`config.mk`:
```
export PLATFORM = sky130hd
export DESIGN_NAME = etc_top
export DESIGN_NICKNAME = d
export VERILOG_FILES = /design/src/core/etc_pkg.sv /design/src/core/etc_top.sv
export SDC_FILE = /design/constraint.sdc
export NUM_CORES = 1
export LEC_CHECK = 0
export ABC_AREA = 1
export BUFFER_PORTS_ARGS = -buffer_cell sky130_fd_sc_hd__buf_4
export CELL_PAD_IN_SITES_DETAIL_PLACEMENT = 1
export CELL_PAD_IN_SITES_GLOBAL_PLACEMENT = 1
export CORE_ASPECT_RATIO = 1.1
export CORE_MARGIN = 2
export CORE_UTILIZATION = 36
export DETAILED_ROUTE_END_ITERATION = 16
export GPL_TIMING_DRIVEN = 0
export PLACE_DENSITY = 0.79
export SLEW_MARGIN = 20
export SYNTH_ARGS = -nofsm -noshare
export SYNTH_HDL_FRONTEND = slang
export SYNTH_SLANG_ARGS = --single-unit
```
`constraint.sdc`:
```
create_clock -name clk -period 2.3 [get_ports clk]
set_input_delay 0.46 -clock clk [delete_from_list [all_inputs] [get_ports clk]]
set_output_delay 0.46 -clock clk [all_outputs]
set_load 0.1 [all_outputs]
```
`src/core/etc_pkg.sv`:
```
// Package for the eight-bit timer/counter: register map, fields, reset values
// Operation
// - Count lives in one 8-bit register that software reads and writes.
// - An 8-bit prescaler, private to this timer, sits ahead of the count.
// - Timer mode without prescaler adds one every instruction cycle.
// - Source select cleared means timer mode on instruction cycles.
// - After a count write, two instruction cycles pass without increment.
// - Counter mode adds one on each selected edge of the external pin; with psa cleared the prescaler divides the edges first.
// - Source select set to 1 means counting the external pin.
// - Edge select picks rising or falling pin edges.
// - Overflow is exported for use as the second timer's gate.
// - Gate source select equal to 01 routes overflow to second timer gate.
package etc_pkg;
	localparam logic [7:0] ADDR_COUNT = 8'h00;
	localparam logic [7:0] ADDR_OPTION = 8'h04;
	localparam logic [7:0] ADDR_STATUS = 8'h08;
	localparam logic [7:0] ADDR_MASK = 8'h0C;
	localparam logic [7:0] ADDR_GATE = 8'h10;
	localparam int OPT_SRC_BIT = 0;
	localparam int OPT_EDGE_BIT = 1;
	localparam int OPT_PSA_BIT = 2;
	localparam int OPT_PS_LSB = 4;
	localparam logic [7:0] OPTION_RESET = 8'h00;
	localparam logic [7:0] COUNT_RESET = 8'h00;
	localparam logic [1:0] GATE_SRC_OVF = 2'h1;
	localparam logic [1:0] HOLDOFF_CYCLES = 2'h2;
	localparam logic [1:0] RESP_OKAY = 2'h0;
	localparam logic [1:0] RESP_SLVERR = 2'h2;
	typedef struct packed {
		logic [2:0] ps;
		logic psa;
		logic edge_sel;
		logic src_sel;
	} etc_opt_t;
endpackage : etc_pkg

```
`src/core/etc_top.sv`:
```
// Eight-bit timer/counter with AXI4-Lite registers, interrupt and gate output
`timescale 1ns/1ps
module etc_top #(
	parameter int ADDR_W = 8
) (
	input wire logic clk,
	input wire logic rst_n,
	input wire logic inst_cycle_en,
	input wire logic external_count_pin,
	input wire logic gate_pin,
	input wire logic [ADDR_W-1:0] s_axi_awaddr,
	input wire logic s_axi_awvalid,
	output logic s_axi_awready,
	input wire logic [31:0] s_axi_wdata,
	input wire logic [3:0] s_axi_wstrb,
	input wire logic s_axi_wvalid,
	output logic s_axi_wready,
	output logic [1:0] s_axi_bresp,
	output logic s_axi_bvalid,
	input wire logic s_axi_bready,
	input wire logic [ADDR_W-1:0] s_axi_araddr,
	input wire logic s_axi_arvalid,
	output logic s_axi_arready,
	output logic [31:0] s_axi_rdata,
	output logic [1:0] s_axi_rresp,
	output logic s_axi_rvalid,
	input wire logic s_axi_rready,
	output logic overflow_out,
	output logic timer1_gate,
	output logic irq
);
	// Decoder reads address bits 7:2, so a narrower bus cannot reach every register
	if (ADDR_W < 8) begin : g_addr_w_check
		$error("ADDR_W must be at least 8");
	end

	function automatic logic hit(input logic [ADDR_W-1:0] a, input logic [7:0] off);
		hit = (a[7:2] == off[7:2]);
	endfunction : hit

	// Pin synchronisers
	logic [1:0] pin_sync_r, pin_sync_nxt;
	logic [1:0] gpin_sync_r, gpin_sync_nxt;
	logic pin_prev_r, pin_prev_nxt;
	// Bus state
	logic [ADDR_W-1:0] aw_r, aw_nxt;
	logic aw_have_r, aw_have_nxt;
	logic [31:0] wd_r, wd_nxt;
	logic [3:0] ws_r, ws_nxt;
	logic w_have_r, w_have_nxt;
	logic bvalid_r, bvalid_nxt;
	logic [1:0] bresp_r, bresp_nxt;
	logic rvalid_r, rvalid_nxt;
	logic [31:0] rdata_r, rdata_nxt;
	logic [1:0] rresp_r, rresp_nxt;
	logic awready_r, awready_nxt;
	logic wready_r, wready_nxt;
	logic arready_r, arready_nxt;
	// Timer state
	logic [7:0] count_r, count_nxt;
	logic [7:0] presc_r, presc_nxt;
	etc_pkg::etc_opt_t opt_r, opt_nxt;
	logic [1:0] hold_r, hold_nxt;
	logic status_r, status_nxt;
	logic mask_r, mask_nxt;
	logic [1:0] gss_r, gss_nxt;
	logic ovf_r, ovf_nxt;
	logic gate_r, gate_nxt;
	logic irq_r, irq_nxt;

	logic do_write, pin_edge, tick, presc_out, inc, wr_count;
	logic [7:0] wbyte;

	always_comb begin
		pin_sync_nxt = {pin_sync_r[0], external_count_pin};
		gpin_sync_nxt = {gpin_sync_r[0], gate_pin};
		// Edge flop idles low like the pin, so reset gives no false edge
		pin_prev_nxt = pin_sync_r[1];
	end

	always_comb begin
		// Waits for a pending response; a new address may be taken meanwhile
		do_write = aw_have_r && w_have_r && !bvalid_r;
		wbyte = ws_r[0] ? wd_r[7:0] : 8'h00;
		aw_nxt = aw_r;
		aw_have_nxt = aw_have_r;
		wd_nxt = wd_r;
		ws_nxt = ws_r;
		w_have_nxt = w_have_r;
		bvalid_nxt = bvalid_r;
		bresp_nxt = bresp_r;
		if (s_axi_awvalid && s_axi_awready) begin
			aw_nxt = s_axi_awaddr;
			aw_have_nxt = 1'b1;
		end
		if (s_axi_wvalid && s_axi_wready) begin
			wd_nxt = s_axi_wdata;
			ws_nxt = s_axi_wstrb;
			w_have_nxt = 1'b1;
		end
		if (do_write) begin
			aw_have_nxt = 1'b0;
			w_have_nxt = 1'b0;
			bvalid_nxt = 1'b1;
			bresp_nxt = (hit(aw_r, etc_pkg::ADDR_COUNT) || hit(aw_r, etc_pkg::ADDR_OPTION)
				|| hit(aw_r, etc_pkg::ADDR_STATUS) || hit(aw_r, etc_pkg::ADDR_MASK)
				|| hit(aw_r, etc_pkg::ADDR_GATE)) ? etc_pkg::RESP_OKAY : etc_pkg::RESP_SLVERR;
		end else if (bvalid_r && s_axi_bready) begin
			bvalid_nxt = 1'b0;
		end
		// Ready stays low while a held address or word waits for its partner
		awready_nxt = !aw_have_nxt;
		wready_nxt = !w_have_nxt;
	end

	always_comb begin
		rvalid_nxt = rvalid_r;
		rdata_nxt = rdata_r;
		rresp_nxt = rresp_r;
		if (s_axi_arvalid && !rvalid_r) begin
			rvalid_nxt = 1'b1;
			rresp_nxt = etc_pkg::RESP_OKAY;
			rdata_nxt = 32'h0000_0000;
			if (hit(s_axi_araddr, etc_pkg::ADDR_COUNT)) begin
				rdata_nxt[7:0] = count_r;
			end else if (hit(s_axi_araddr, etc_pkg::ADDR_OPTION)) begin
				rdata_nxt[etc_pkg::OPT_PS_LSB +: 3] = opt_r.ps;
				rdata_nxt[etc_pkg::OPT_PSA_BIT] = opt_r.psa;
				rdata_nxt[etc_pkg::OPT_EDGE_BIT] = opt_r.edge_sel;
				rdata_nxt[etc_pkg::OPT_SRC_BIT] = opt_r.src_sel;
			end else if (hit(s_axi_araddr, etc_pkg::ADDR_STATUS)) begin
				rdata_nxt[0] = status_r;
			end else if (hit(s_axi_araddr, etc_pkg::ADDR_MASK)) begin
				rdata_nxt[0] = mask_r;
			end else if (hit(s_axi_araddr, etc_pkg::ADDR_GATE)) begin
				rdata_nxt[1:0] = gss_r;
			end else begin
				rresp_nxt = etc_pkg::RESP_SLVERR;
			end
		end else if (rvalid_r && s_axi_rready) begin
			rvalid_nxt = 1'b0;
		end
		arready_nxt = !rvalid_nxt;
	end

	always_comb begin
		wr_count = do_write && ws_r[0] && hit(aw_r, etc_pkg::ADDR_COUNT);
		// Edge select 0 counts rising edges, 1 falling
		pin_edge = opt_r.edge_sel ? (pin_prev_r && !pin_sync_r[1])
			: (!pin_prev_r && pin_sync_r[1]);
		// Source select picks pin edges or instruction cycles
		tick = opt_r.src_sel ? pin_edge : inc_cycle(inst_cycle_en);
		presc_nxt = presc_r;
		presc_out = tick;
		if (opt_r.psa == 1'b0 && tick) begin
			// Private prescaler, divide by 2^(ps+1)
			presc_nxt = presc_r + 8'h01;
			presc_out = (presc_nxt & ((8'h02 << opt_r.ps) - 8'h01)) == 8'h00;
		end
		// Holdoff runs on instruction cycles in either source mode
		hold_nxt = hold_r;
		if (inst_cycle_en && hold_r != 2'h0) begin
			hold_nxt = hold_r - 2'h1;
		end
		inc = presc_out && (hold_r == 2'h0);
		count_nxt = count_r;
		ovf_nxt = 1'b0;
		opt_nxt = opt_r;
		gss_nxt = gss_r;
		mask_nxt = mask_r;
		status_nxt = status_r;
		if (wr_count) begin
			count_nxt = wbyte;
			hold_nxt = etc_pkg::HOLDOFF_CYCLES;
			presc_nxt = 8'h00;
		end else if (inc) begin
			count_nxt = count_r + 8'h01;
			ovf_nxt = (count_r == 8'hFF);
		end
		if (do_write && ws_r[0]) begin
			if (hit(aw_r, etc_pkg::ADDR_OPTION)) begin
				opt_nxt.ps = wbyte[etc_pkg::OPT_PS_LSB +: 3];
				opt_nxt.psa = wbyte[etc_pkg::OPT_PSA_BIT];
				opt_nxt.edge_sel = wbyte[etc_pkg::OPT_EDGE_BIT];
				opt_nxt.src_sel = wbyte[etc_pkg::OPT_SRC_BIT];
				// A new rate starts from a clean division
				presc_nxt = 8'h00;
			end
			if (hit(aw_r, etc_pkg::ADDR_GATE)) begin
				gss_nxt = wbyte[1:0];
			end
			if (hit(aw_r, etc_pkg::ADDR_MASK)) begin
				mask_nxt = wbyte[0];
			end
			if (hit(aw_r, etc_pkg::ADDR_STATUS) && wbyte[0]) begin
				status_nxt = 1'b0;
			end
		end
		// Set beats clear in the same cycle
		if (ovf_nxt) begin
			status_nxt = 1'b1;
		end
		gate_nxt = (gss_r == etc_pkg::GATE_SRC_OVF) ? ovf_r : gpin_sync_r[1];
		irq_nxt = status_nxt && mask_nxt;
	end

	function automatic logic inc_cycle(input logic en);
		inc_cycle = en;
	endfunction : inc_cycle

	// Pin synchroniser registers
	always_ff @(posedge clk) begin
		if (!rst_n) begin
			pin_sync_r <= 2'b00;
			gpin_sync_r <= 2'b00;
			pin_prev_r <= 1'b0;
		end else begin
			pin_sync_r <= pin_sync_nxt;
			gpin_sync_r <= gpin_sync_nxt;
			pin_prev_r <= pin_prev_nxt;
		end
	end

	// Write channel registers
	always_ff @(posedge clk) begin
		if (!rst_n) begin
			aw_r <= '0;
			aw_have_r <= 1'b0;
			wd_r <= 32'h0000_0000;
			ws_r <= 4'h0;
			w_have_r <= 1'b0;
			bvalid_r <= 1'b0;
			bresp_r <= etc_pkg::RESP_OKAY;
			awready_r <= 1'b1;
			wready_r <= 1'b1;
		end else begin
			aw_r <= aw_nxt;
			aw_have_r <= aw_have_nxt;
			wd_r <= wd_nxt;
			ws_r <= ws_nxt;
			w_have_r <= w_have_nxt;
			bvalid_r <= bvalid_nxt;
			bresp_r <= bresp_nxt;
			awready_r <= awready_nxt;
			wready_r <= wready_nxt;
		end
	end

	// Read channel registers
	always_ff @(posedge clk) begin
		if (!rst_n) begin
			rvalid_r <= 1'b0;
			rdata_r <= 32'h0000_0000;
			rresp_r <= etc_pkg::RESP_OKAY;
			arready_r <= 1'b1;
		end else begin
			rvalid_r <= rvalid_nxt;
			rdata_r <= rdata_nxt;
			rresp_r <= rresp_nxt;
			arready_r <= arready_nxt;
		end
	end

	// Timer registers
	always_ff @(posedge clk) begin
		if (!rst_n) begin
			count_r <= etc_pkg::COUNT_RESET;
			presc_r <= 8'h00;
			opt_r <= etc_pkg::OPTION_RESET[5:0];
			hold_r <= 2'h0;
			status_r <= 1'b0;
			mask_r <= 1'b0;
			gss_r <= 2'h0;
			ovf_r <= 1'b0;
			gate_r <= 1'b0;
			irq_r <= 1'b0;
		end else begin
			count_r <= count_nxt;
			presc_r <= presc_nxt;
			opt_r <= opt_nxt;
			hold_r <= hold_nxt;
			status_r <= status_nxt;
			mask_r <= mask_nxt;
			gss_r <= gss_nxt;
			ovf_r <= ovf_nxt;
			gate_r <= gate_nxt;
			irq_r <= irq_nxt;
		end
	end

	// Ready flags have flops of their own, so no port leaves through a gate
	assign s_axi_awready = awready_r;
	assign s_axi_wready = wready_r;
	assign s_axi_arready = arready_r;
	assign s_axi_bvalid = bvalid_r;
	assign s_axi_bresp = bresp_r;
	assign s_axi_rvalid = rvalid_r;
	assign s_axi_rdata = rdata_r;
	assign s_axi_rresp = rresp_r;
	assign overflow_out = ovf_r;
	assign timer1_gate = gate_r;
	assign irq = irq_r;
endmodule : etc_top

```
# Yosys cells after proc, flatten, opt, wreduce, memory -nomap -nowiden
# Index checks and enable logic that the tools add are counted.
totals:
  ramBits: 0
  inputBits: 62
  n_memories: 0
  latchBits: 0
  mem_bits_ro: 0
  reg_bits: 72
classes:
  n_bitwise: 3
  muxes: 46
  n_shift: 1
  addsub: 4
  eq_ne: 10
  mul: 0
  n_reduce_logical: 38
  n_div: 0
  order_cmp: 0
op_table:
  columns: ["cell", "count"]
  rows:
  - ["$mux 8", 7]
  - ["$mux 1", 26]
  - ["$eq 6x2->1 const B", 4]
  - ["$mux 2", 10]
  - ["$add 8x1->8 const B", 2]
  - ["$logic_and 1x1->1", 16]
  - ["$eq 6x1->1 const B", 2]
  - ["$eq 6x3->1 const B", 2]
  - ["$logic_not 6->1", 2]
  - ["$mux 3", 3]
  - ["$and 8x8->8", 1]
  - ["$eq 8x8->1 const B", 1]
  - ["$logic_not 8->1", 1]
  - ["$reduce_bool 2->1", 4]
  - ["$shl 2x3->8 const A", 1]
  - ["$sub 8x1->8 const B", 1]
  - ["$logic_not 1->1", 7]
  - ["$logic_or 1x1->1", 4]
  - ["$reduce_and 2->1", 2]
  - ["$eq 2x1->1 const B", 1]
  - ["$logic_not 2->1", 1]
  - ["$not 1->1", 2]
  - ["$reduce_or 2->1", 1]
  - ["$sub 2x1->2 const B", 1]

# Longest topological paths before layout
# Gate-level depths: netlist of the first run.
depth:
  depth_word: 11
  depth_mapped: 17
  mapped_depth_nobuf: 16

# Worst setup path before layout of the first run
# OpenSTA, ideal clock, no wires.
synth_timing:
  path_type: "register to register"
  start: "register bvalid_r, in the netlist s_axi_bvalid"
  end: "register presc_r[7]"
  setup_time_ns: 0.074
  period_less_slack_ns: 2.006
  path_stages_with_launch: 8
  required_ns: 2.226
  n_path_buf: 0
  setup_slack_ns: 0.294
  arrival_time_ns: 1.932
  path_cell_list: "dfxtp_1 -> nor2_2 -> inv_2 -> nor2_2 -> nand2_2 -> nand3_1 -> o21bai_1 -> a31oi_1"
synth_between:
  elab_chain_len: 7
synth_rtl:
  columns: ["item", "line", "source"]
  rows:
  - ["start: declaration", "etc_top.sv:51", "logic bvalid_r, bvalid_nxt;"]
  - ["start signal: assignment", "etc_top.sv:242", "bvalid_r <= bvalid_nxt;"]
  - ["$logic_not 1->1 (*)", "etc_top.sv:83", "do_write = aw_have_r && w_have_r && !bvalid_r;"]
  - ["$logic_and 1x1->1 (*)", "etc_top.sv:83", null]
  - ["$logic_and 1x1->1 (*)", "etc_top.sv:147, etc_top.sv:180", null]
  - ["$logic_and 1x1->1", "etc_top.sv:147", "wr_count = do_write && ws_r[0] && hit(aw_r, etc_pkg::ADDR_COUNT);"]
  - ["$mux 8", "etc_top.sv:172", "if (wr_count) begin"]
  - ["$mux 8", "etc_top.sv:181", "if (hit(aw_r, etc_pkg::ADDR_OPTION)) begin"]
  - ["$mux 8 (*)", "etc_top.sv:180", "if (do_write && ws_r[0]) begin"]
  - ["end signal: assignment", "etc_top.sv:279", "presc_r <= presc_nxt;"]
  - ["end: declaration", "etc_top.sv:61", "logic [7:0] presc_r, presc_nxt;"]
# Mark *: on every way between the ends. The rest lies on a longest branch, timed or not.
# A chain may end at the register's enable or synchronous reset.

# Worst setup path after layout of the first run
layout_timing:
  start: "register presc_r[0]"
  end: "register count_r[6]"
layout_between:
  elab_chain_len: 6
layout_rtl:
  columns: ["item", "line", "source"]
  rows:
  - ["$add 8x1->8", "etc_top.sv:157", "presc_nxt = presc_r + 8'h01;"]
  - ["$and 8x8->8", "etc_top.sv:158", "presc_out = (presc_nxt & ((8'h02 << opt_r.ps) - 8'h01)) == 8'h00;"]
  - ["$logic_not 8->1", "etc_top.sv:158", null]
  - ["$mux 1", "etc_top.sv:155", "if (opt_r.psa == 1'b0 && tick) begin"]
  - ["$logic_and 1x1->1", "etc_top.sv:165", "inc = presc_out && (hold_r == 2'h0);"]
  - ["$reduce_bool 2->1 (no source line)", null, null]
  - ["end signal: assignment", "etc_top.sv:267", "count_r <= etc_pkg::COUNT_RESET;"]
  - ["end signal: assignment", "etc_top.sv:278", "count_r <= count_nxt;"]
  - ["end: declaration", "etc_top.sv:60", "logic [7:0] count_r, count_nxt;"]
# Every way passes these cells.

==> flow_metrics.tcl, run 1 <==
set metrics [dict create \
    initial_utilization 0.369 \
    layout_commonest_cell "buf_4" \
    vias 3296 \
    post_cts_resized 0 \
    area_delta_synth_final_pct 23.5 \
    hold_violations 0 \
    final_antenna_net_count 0 \
    clkSlewWorstSetupHoldPaths_ps 90 \
    viasPerCell 4.82 \
    portBuffers 48 \
    chipWidth_um 97.1 \
    row_count 37 \
    rsz0062_at_grt "no" \
    grt_max_degree 15 \
    antenna_cells 0 \
    die_h_um 106 \
    p_per_area_nw_per_um2 724 \
    cp_slowest_cell "dfxtp_1" \
    fp.coreArea_sq_um 9310 \
    dpl.hpwl_um 7330 \
    cts_root_buffer "clkbuf_8" \
    syn_area_sq_um 3430 \
    ios 106 \
    status "finished, final reports clean" \
    grt_first_pass_wirelength_um 15700 \
    fill_cells 1220 \
    synth_top_area_frac 0.397 \
    finalCritPeriodShare 0.893 \
    cts_tree "yes" \
    clk_latency_ps 360 \
    cts_setup_buffers 0 \
    avgSynthCellArea_sq_um 7.18 \
    final-max-slew-violation-count 0 \
    grt_pass1_vias 3421 \
    ys_types 37 \
    fin_tns_setup_ps 0 \
    skew_ps 15.2 \
    htreeDepth 3 \
    slowest_delay_ps 440 \
    antenna_found_initial 0 \
    final_nets 628 \
    syn_inst 478 \
    ir_drop_mv 0.374 \
    clockBufferDepth 2 \
    dp_slack_ps 238 \
    worst_slew_pin_slew_ps 649 \
    maxCapViolCount 0 \
    dieArea_sq_um 10300 \
    drtPass1Iterations 4 \
    routed_wirelength_um 9370 \
    stdcell_area_sq_um 4240 \
    drc 0 \
    path_class "reg2reg" \
    drtIter0Drc 76 \
    worst-path-max-fanout 10 \
    max_slew_margin 0.567 \
    yosys_warnings 0 \
    arrival_ps 2310 \
    fmax_ghz 0.487 \
    yosysTopAreaCell "dfxtp_1" \
    cts_num_sinks 68 \
    synth.ff_latch_count 68 \
    hold_class "in2reg" \
    required_ps 2560 \
    post-route-min-period_ps 2050 \
    wl_per_cell_um 13.7 \
    end_kind "register" \
    path_buf_inv 1 \
    post_dp_cell_area_sq_um 4030 \
    grt_overflow 0 \
    gp_congestion 0.823 \
    layout_setup_ws_ps 247 \
    fin_total_pwr_mw 3.07 \
    final_cell_mix "buf_4, nand2_1, dfxtp_1" \
    ys_seq_area_frac 0.397 \
    layout-drive-gt1-share 0.220 \
    p_leak_nw 2.01 \
    ctsHoldBuffers 0 \
    cp_cell_sequence "ha_1 > nand3_1 > o21bai_1 > nand2_1 > nand2_1 > nand2_1 > nor2_2 > nand3_2 > nand2_2 > nand2_4 > nand2_4 > buf_12 > nand2_2 > nand2_1 > nor2_1" \
    setup_viol 0 \
    grt_usage 0.188 \
    ys_top_cells_by_area "dfxtp_1, nand2_1, inv_1, o21ai_0, nor2_1" \
    worst_path_dominant_cell_family "simple AND/OR/NAND/NOR gates" \
    crit_path_start_kind "register" \
    dp.cells 668 \
    instances_no_fill 684 \
    cts_buffers 9 \
    cpMostUsedCell "nand2_1" \
]
[Yosys cell counts]
master    count
a211oi_1      1
a21oi_1      33
a21oi_2       5
a22oi_2       1
a31oi_1       3
a41oi_1       1
buf_1         1
buf_12        1
buf_2         4
buf_4        27
clkbuf_1      6
clkinv_1      2
conb_1        1
dfxtp_1      68
ha_1          4
inv_1        62
inv_2         2
nand2_1      74
nand2_2      10
nand2_4       2
nand3_1      24
nand3_2       1
nand3b_1      4
nand4_1       9
nor2_1       55
nor2_2        5
nor2_4        1
nor3_1        6
nor3_2        1
nor4_1        1
o211ai_1      1
o21a_1        1
o21ai_0      43
o21ai_1       4
o21bai_1      2
o221ai_1      4
xor2_1        8
[state kept, by name, indices dropped and copies added (netlist names), 2 cells and up]
signal and flops:
aw_r 6, hold_r 2, gpin_sync_r 2, gss_r 2, presc_r 8, s_axi_rdata 8, pin_sync_r 2, opt_r 6
count_r 8, wd_r 8
[per-layer routing]
metal  GRT usage  wire, um  vias to the layer above
met5           0         0                        -
met4      0.0634       161                        0
met3      0.0408       380                       15
met2       0.359      4970                       65
met1       0.204      3860                     1550
li1            -         -                     1666
[where the power goes]
part | switching [mW] | internal (mW)
logic | 0.540 | 0.192
registers | 0.0524 | 1.25
clock network | 0.519 | 0.515
[logic make-up after synthesis]
group / count (synthesis) / share of synthesized area
simple gates: 193 / 0.255
buf+inv: 105 / 0.151
compound gates: 99 / 0.162
flops: 68 / 0.397
xor+xnor: 8 / 0.0204
fa+ha+maj: 4 / 0.0146
other cells: 1 / 0.00109
[worst min-delay path, delay by kind of cell]
kind	cells	cell delay, ps
and+or+nand+nor	1	40
buffers and inverters	2	120
[final cells by class]
class	instances	area [sq um]	share of cell area
Clock inverter	7	81.3	0.0192
Tap cell	117	146	0.0345
Clock buffer	9	124	0.0292
Sequential cell	68	1360	0.321
Buffer	39	269	0.0634
Timing Repair Buffer	48	360	0.0850
Multi-Input combinational cell	330	1650	0.389
Inverter	66	248	0.0584
[worst paths after layout]
| check | startpoint | endpoint | slack [ps] | depth (start not counted) |
|---|---|---|---|---|
| worst max-delay path | presc_r[0]$_SDFF_PN0_ | count_r[6]$_SDFFE_PN0P_ | 250 | 15 |
| worst min-delay path | gate_pin | gpin_sync_r[0]$_SDFF_PN0_ | 280 | 3 |
| worst max register to register | presc_r[0]$_SDFF_PN0_ | count_r[6]$_SDFFE_PN0P_ | 250 | 15 |
| worst min register to register | pin_sync_r[0]$_SDFF_PN0_ | pin_sync_r[1]$_SDFF_PN0_ | 430 | 2 |
[metrics by stage]
stage	hold WS, ps	utilization
CTS	277	0.456
detailed placement	422	0.434
finish	284	0.456
floorplan	390	-
global placement	397	0.434
global route	290	0.456
(Power assumes the default switching activity.)
==> run 2, diff against run 1 <==
--- a/config.mk
+++ b/config.mk
@@ -5,16 +5,16 @@
 export SDC_FILE = /design/constraint.sdc
 export NUM_CORES = 1
 export LEC_CHECK = 0
-export ABC_AREA = 1
 export BUFFER_PORTS_ARGS = -buffer_cell sky130_fd_sc_hd__buf_4
 export CELL_PAD_IN_SITES_DETAIL_PLACEMENT = 1
 export CELL_PAD_IN_SITES_GLOBAL_PLACEMENT = 1
 export CORE_ASPECT_RATIO = 1.1
 export CORE_MARGIN = 2
-export CORE_UTILIZATION = 36
+export CORE_UTILIZATION = 37
+export CTS_BUF_LIST = sky130_fd_sc_hd__clkbuf_16
 export DETAILED_ROUTE_END_ITERATION = 16
 export GPL_TIMING_DRIVEN = 0
-export PLACE_DENSITY = 0.79
+export PLACE_DENSITY = 0.78
 export SLEW_MARGIN = 20
 export SYNTH_ARGS = -nofsm -noshare
 export SYNTH_HDL_FRONTEND = slang
==> run 2 against run 1 <==
Effect of this change: the flow now finishes with violations (negative setup slack); via count down 5.7%; sequential power is essentially flat; clock skew down 4.8 ps; worst setup slack worse by 380 ps; combinational power down 20%; cell area is 8.4% higher; clock power increased by 43%; sequential cell count did not move; critical path type unchanged; largest cell class unchanged; highest routed layer unchanged.
==> flow_metrics.tcl, run 2 <==
set metrics [dict create \
    cts_buffers 9 \
    antenna_cells 0 \
    drtIter0Drc 152 \
    synth-edff-count 0 \
    seqPwrFrac 0.382 \
    instances_no_fill 608 \
    setup_viol 9 \
    p_leak_nw 1.82 \
    final_nets 555 \
    grt_first_pass_wirelength_um 15900 \
    worst-path-max-fanout 6 \
    fill_cells 1068 \
    synth_top_area_frac 0.399 \
    clockBufferDepth 2 \
    async_flop_share 0 \
    cpMostUsedCell "xnor2_4" \
    hold_depth 2 \
    grt_usage 0.204 \
    cp_slowest_cell "or3_4" \
    final-max-slew-violation-count 0 \
    internal_power_mw 2.34 \
    ir_drop_mv 0.483 \
    cp-startpoint "opt_r[5]$_SDFFE_PN0P_" \
    vias 3109 \
    chipWidth_um 95.6 \
    hold_end "gpin_sync_r[0]$_SDFF_PN0_" \
    maxCapViolCount 0 \
    slowest_delay_ps 410 \
    fp.coreArea_sq_um 8920 \
    synth.ff_latch_count 68 \
    end_kind "register" \
    ctsHoldBuffers 0 \
    hold_class "in2reg" \
    post_dp_cell_area_sq_um 4040 \
    pwr-share-comb 0.176 \
    post-route-min-period_ps 2430 \
    dp_slack_ps -354 \
    final_cell_mix "buf_4, dfxtp_1, nand2_1" \
    fin_tns_setup_ps -612 \
    drtPass1Iterations 4 \
    p_per_area_nw_per_um2 724 \
    layout-drive-gt1-share 0.283 \
    regToRegEndpoint "count_r[0]$_SDFFE_PN0P_" \
    ys_top_cells_by_area "dfxtp_1, nand2_1, buf_4, a21boi_0, mux2i_1" \
    layout_commonest_cell "buf_4" \
    dpl.hpwl_um 6610 \
    grt_overflow 0 \
    p_switching_uw 985 \
    gp_congestion 0.859 \
    swShare 0.296 \
    antenna_found_initial 0 \
    syn_area_sq_um 3410 \
    r2r_cells 11 \
    path_class "reg2reg" \
    htreeDepth 3 \
    avgSynthCellArea_sq_um 8.51 \
    cp_cell_sequence "or3_4 > ha_4 > inv_4 > xnor2_4 > a221oi_2 > and3_4 > a41oi_4 > buf_12 > xnor2_4 > mux2i_1 > nor2b_1" \
    whs_ps 338 \
    status "complete, but fails checks" \
    worst_slew_pin_slew_ps 755 \
    yosys_warnings 0 \
    fmax_ghz 0.411 \
    layout_setup_ws_ps -133 \
    yosysMostFrequentCell "dfxtp_1" \
    grt_max_degree 13 \
    yosysTopAreaCell "dfxtp_1" \
    row_count 36 \
    crit-reg2reg-launch "opt_r[5]$_SDFFE_PN0P_" \
    clk_latency_ps 330 \
    synth_ff_type "dfxtp_1" \
    syn_inst 401 \
    routed_wirelength_um 9810 \
    drc 0 \
    wl_per_cell_um 16.1 \
    required_ps 2520 \
    area_delta_synth_final_pct 34.7 \
    cts_root_buffer "clkbuf_16" \
    clkSlewWorstSetupHoldPaths_ps 60 \
    ys_types 48 \
    arrival_ps 2650 \
    skew_ps 10.4 \
    die_h_um 105 \
    rsz0062_at_grt "yes" \
    initial_utilization 0.383 \
    cts_num_sinks 68 \
    hold_path.startpoint "gate_pin" \
    ios 106 \
    finalCritPeriodShare 1.06 \
    cts_tree "yes" \
    max_slew_margin 0.493 \
    p_clk_frac 0.442 \
    final_antenna_net_count 0 \
    viasPerCell 5.11 \
    violations "negative setup slack" \
    hold_violations 0 \
    grt_pass1_vias 3222 \
    stdcell_area_sq_um 4600 \
    dieArea_sq_um 10000 \
    synthTopCellsByCount "dfxtp_1, nand2_1, buf_4, a21boi_0, nor2_1" \
    crit_path_start_kind "register" \
    r2r_slack_ps -130 \
    portBuffers 46 \
    ys_seq_area_frac 0.399 \
    dp.cells 586 \
]
[run 2: changes by cell type after synthesis, sizes merged, moves of 13 or more]
cell / previous run / this run
inv: 64 / 10
nor2: 61 / 25
o21ai: 47 / 11
xnor2: 0 / 13
mux2i: 0 / 14
nand2: 86 / 53
and2: 0 / 13
a21boi: 0 / 24
nor2b: 0 / 17
a21oi: 38 / 18
[run 2: repair_timing]
| action | CTS | global route |
|---|---|---|
| resized for setup | 24 | 18 |
| endpoints found under the setup margin | 19 | 21 |
| pin swaps | 14 | 8 |
| setup buffers | 9 | 1 |
[run 2: worst max-delay path: cells and delay by family, from the launching register on]
kind	cells	cell delay, ps
DFF	1	340
muxes	1	190
and+or+nand+nor	3	750
xor gates and xnor gates	2	220
buffers and inverters	2	260
AOI/OAI and AO/OA	2	370
adders and majority gates	1	190
[run 2: how the worst max path moves through the flow]
stage,endpoint,cells past startpoint
2_1_floorplan,count_r[6]$_SDFFE_PN0P_,10
3_3_place_gp,count_r[6]$_SDFFE_PN0P_,11
3_5_place_dp,count_r[7]$_SDFFE_PN0P_,7
4_1_cts,count_r[7]$_SDFFE_PN0P_,12
5_1_grt,count_r[0]$_SDFFE_PN0P_,10
6_report,count_r[0]$_SDFFE_PN0P_,11
[run 2: logic make-up after synthesis]
kind of cell / after synthesis / share of synthesized area
other: 1 / 0.00110
adders and majority gates: 4 / 0.0147
and+or+nand+nor: 175 / 0.265
DFF: 68 / 0.399
muxes: 15 / 0.0477
buffers and inverters: 53 / 0.0876
xor gates and xnor gates: 17 / 0.0436
AOI/OAI and AO/OA: 68 / 0.141
[run 2: per-stage QoR]
stage / util / power (mW)
after floorplan: - / 1.73
after global placement: 0.452 / 1.83
after detailed placement: 0.452 / 1.84
after CTS: 0.506 / 3.31
after global routing: 0.515 / 3.44
final: 0.515 / 3.33
[run 2: routing by layer]
layer  wire length (um)  track usage  part of all wire
met1               4190        0.252              0.43
met2               4990        0.345              0.51
met3                389       0.0360             0.040
met4                237       0.0837             0.024
met5                  0            0                 0
[run 2: power groups by stage]
stage | logic [mW] | registers (mW) | clock network [mW]
after floorplan | 0.368 | 1.36 | 0
after global placement | 0.542 | 1.29 | 0
after CTS | 0.564 | 1.26 | 1.49
final | 0.587 | 1.27 | 1.47
after detailed placement | 0.553 | 1.29 | 0
after global routing | 0.623 | 1.28 | 1.55
[run 2: cell type report]
class | count | area (sq um) | area share
Clock inverter | 7 | 92.6 | 0.0201
Multi-Input combinational cell | 305 | 2040 | 0.443
Timing Repair Buffer | 56 | 440 | 0.0958
Inverter | 10 | 40.0 | 0.00871
Tap cell | 114 | 143 | 0.0310
Sequential cell | 68 | 1370 | 0.299
Buffer | 39 | 244 | 0.0531
Clock buffer | 9 | 225 | 0.0490
==> run 3, diff against run 2 <==
--- a/config.mk
+++ b/config.mk
@@ -14,6 +14,7 @@
 export CTS_BUF_LIST = sky130_fd_sc_hd__clkbuf_16
 export DETAILED_ROUTE_END_ITERATION = 16
 export GPL_TIMING_DRIVEN = 0
+export MAX_ROUTING_LAYER = met4
 export PLACE_DENSITY = 0.78
 export SLEW_MARGIN = 20
 export SYNTH_ARGS = -nofsm -noshare
==> run 3 against run 2 <==
Effect of this change: the run still ends with negative setup slack left; die area did not move; critical path depth unchanged; clock skew is 1.2 ps higher; register-to-register slack about the same; global-route usage grew 0.57 points; clock power barely moved; first-iteration DRC count shrank 9.2%; fmax fell by 0.28%; cell area unchanged; count of clock-buffer cells in the layout stayed put.
==> flow_metrics.tcl, run 3 (synthesis gave the netlist of run 2 again) <==
set metrics [dict create \
    grt_overflow 0 \
    die_h_um 105 \
    arrival_ps 2660 \
    dieArea_sq_um 10000 \
    cts_tree "yes" \
    drtPass1Iterations 4 \
    path_class "reg2reg" \
    fill_cells 1068 \
    fp.coreArea_sq_um 8920 \
    final_util 0.515 \
    area_delta_synth_final_pct 34.7 \
    violations "negative setup slack" \
    row_count 36 \
    grt_busiest_layer "met2" \
    layout-drive-gt1-share 0.283 \
    p_leak_nw 1.82 \
    clk_latency_ps 340 \
    grt_first_pass_wirelength_um 15900 \
    dp.cells 586 \
    gp_congestion 0.873 \
    layout_setup_ws_ps -140 \
    crit_path_start_kind "register" \
    max_slew_margin 0.484 \
    cp_slowest_cell "or3_4" \
    grt_max_degree 13 \
    cp_cell_sequence "or3_4 > ha_4 > inv_4 > xnor2_4 > a221oi_2 > and3_4 > a41oi_4 > buf_12 > xnor2_4 > mux2i_1 > nor2b_1" \
    wl_per_cell_um 16.1 \
    grt_pass1_vias 3220 \
    dpl.hpwl_um 6610 \
    grt_util_met2 0.345 \
    vias 3092 \
    worst_slew_pin_slew_ps 769 \
    grt.met1_usage 0.252 \
    cpMostUsedCell "xnor2_4" \
    post-route-min-period_ps 2440 \
    slowest_delay_ps 410 \
    post_dp_cell_area_sq_um 4040 \
    hold_class "in2reg" \
    drtIter0Drc 138 \
    worst_path_dominant_cell_family "simple AND/OR/NAND/NOR gates" \
    skew_ps 11.6 \
    end_kind "register" \
    viasPerCell 5.09 \
    final_nets 555 \
    hold_violations 0 \
    dp_slack_ps -354 \
    clockBufferDepth 2 \
    portBuffers 46 \
    initial_utilization 0.383 \
    final_antenna_net_count 0 \
    clkSlewWorstSetupHoldPaths_ps 60 \
    layout_commonest_cell "buf_4" \
    routed_wirelength_um 9820 \
    cts_root_buffer "clkbuf_16" \
    required_ps 2520 \
    fmax_ghz 0.410 \
    ir_drop_mv 0.481 \
    worst-path-max-fanout 6 \
    htreeDepth 3 \
    cts_num_sinks 68 \
    final-max-slew-violation-count 0 \
    stdcell_area_sq_um 4600 \
    maxCapViolCount 0 \
    path_buf_inv 2 \
    chipWidth_um 95.6 \
    antenna_found_initial 0 \
    grt_usage 0.210 \
    finalCritPeriodShare 1.06 \
    instances_no_fill 608 \
    antenna_cells 0 \
    status "complete, but fails checks" \
    rsz0062_at_grt "yes" \
    p_per_area_nw_per_um2 724 \
    cts_buffers 9 \
    ios 106 \
    setup_viol 10 \
    grtUsageMet3 0.0360 \
    drc 0 \
    final_cell_mix "buf_4, dfxtp_1, nand2_1" \
]
[run 3: final timing paths]
check,cells past startpoint,startpoint,endpoint,slack [ps]
max,11,opt_r[5]$_SDFFE_PN0P_,count_r[0]$_SDFFE_PN0P_,-140
min,2,gate_pin,gpin_sync_r[0]$_SDFF_PN0_,340
max reg2reg,11,opt_r[5]$_SDFFE_PN0P_,count_r[0]$_SDFFE_PN0P_,-140
min reg2reg,1,pin_sync_r[0]$_SDFF_PN0_,pin_sync_r[1]$_SDFF_PN0_,440
[run 3: timing repair]
item | CTS | global route
resized for setup | 24 | 18
pin swaps | 14 | 8
setup buffers | 9 | 1
hold buffers | 0 | 0
endpoints found under the setup margin | 19 | 21
[run 3: per-stage QoR]
step | total power, mW | setup TNS, ps | hold WS [ps]
4_1_cts | 3.31 | -452 | 328
3_5_place_dp | 1.84 | -2410 | 428
5_1_grt | 3.44 | -1550 | 332
2_1_floorplan | 1.73 | 0 | 412
3_3_place_gp | 1.83 | -2810 | 417
6_report | 3.33 | -688 | 336
[run 3: worst register-to-register path: cells and delay by family (launching register included)]
| kind | cells | cell delay, ps |
|---|---|---|
| flops | 1 | 350 |
| fa+ha+maj | 1 | 190 |
| xor+xnor | 2 | 220 |
| compound gates | 2 | 380 |
| mux | 1 | 180 |
| simple gates | 3 | 750 |
| buf+inv | 2 | 260 |
[run 3: final cells by class]
cell class | count | area, sq um | share of cell area
inverter | 10 | 40.0 | 0.00871
clock inverter | 7 | 92.6 | 0.0201
multi-input combinational | 305 | 2040 | 0.443
sequential | 68 | 1370 | 0.299
tap | 114 | 143 | 0.0310
clock buffer | 9 | 225 | 0.0490
buffer | 39 | 244 | 0.0531
timing repair buffer | 56 | 440 | 0.0958
[run 3: report_power, final]
part           internal (mW)  switching [mW]
logic                  0.171           0.416
registers               1.23          0.0429
clock network          0.944           0.528
[run 3: per-layer routing]
layer | up-vias | share of wire
li1 | 1503 | -
met1 | 1497 | 0.43
met2 | 70 | 0.51
met3 | 22 | 0.039
met4 | 0 | 0.021
met5 | - | 0
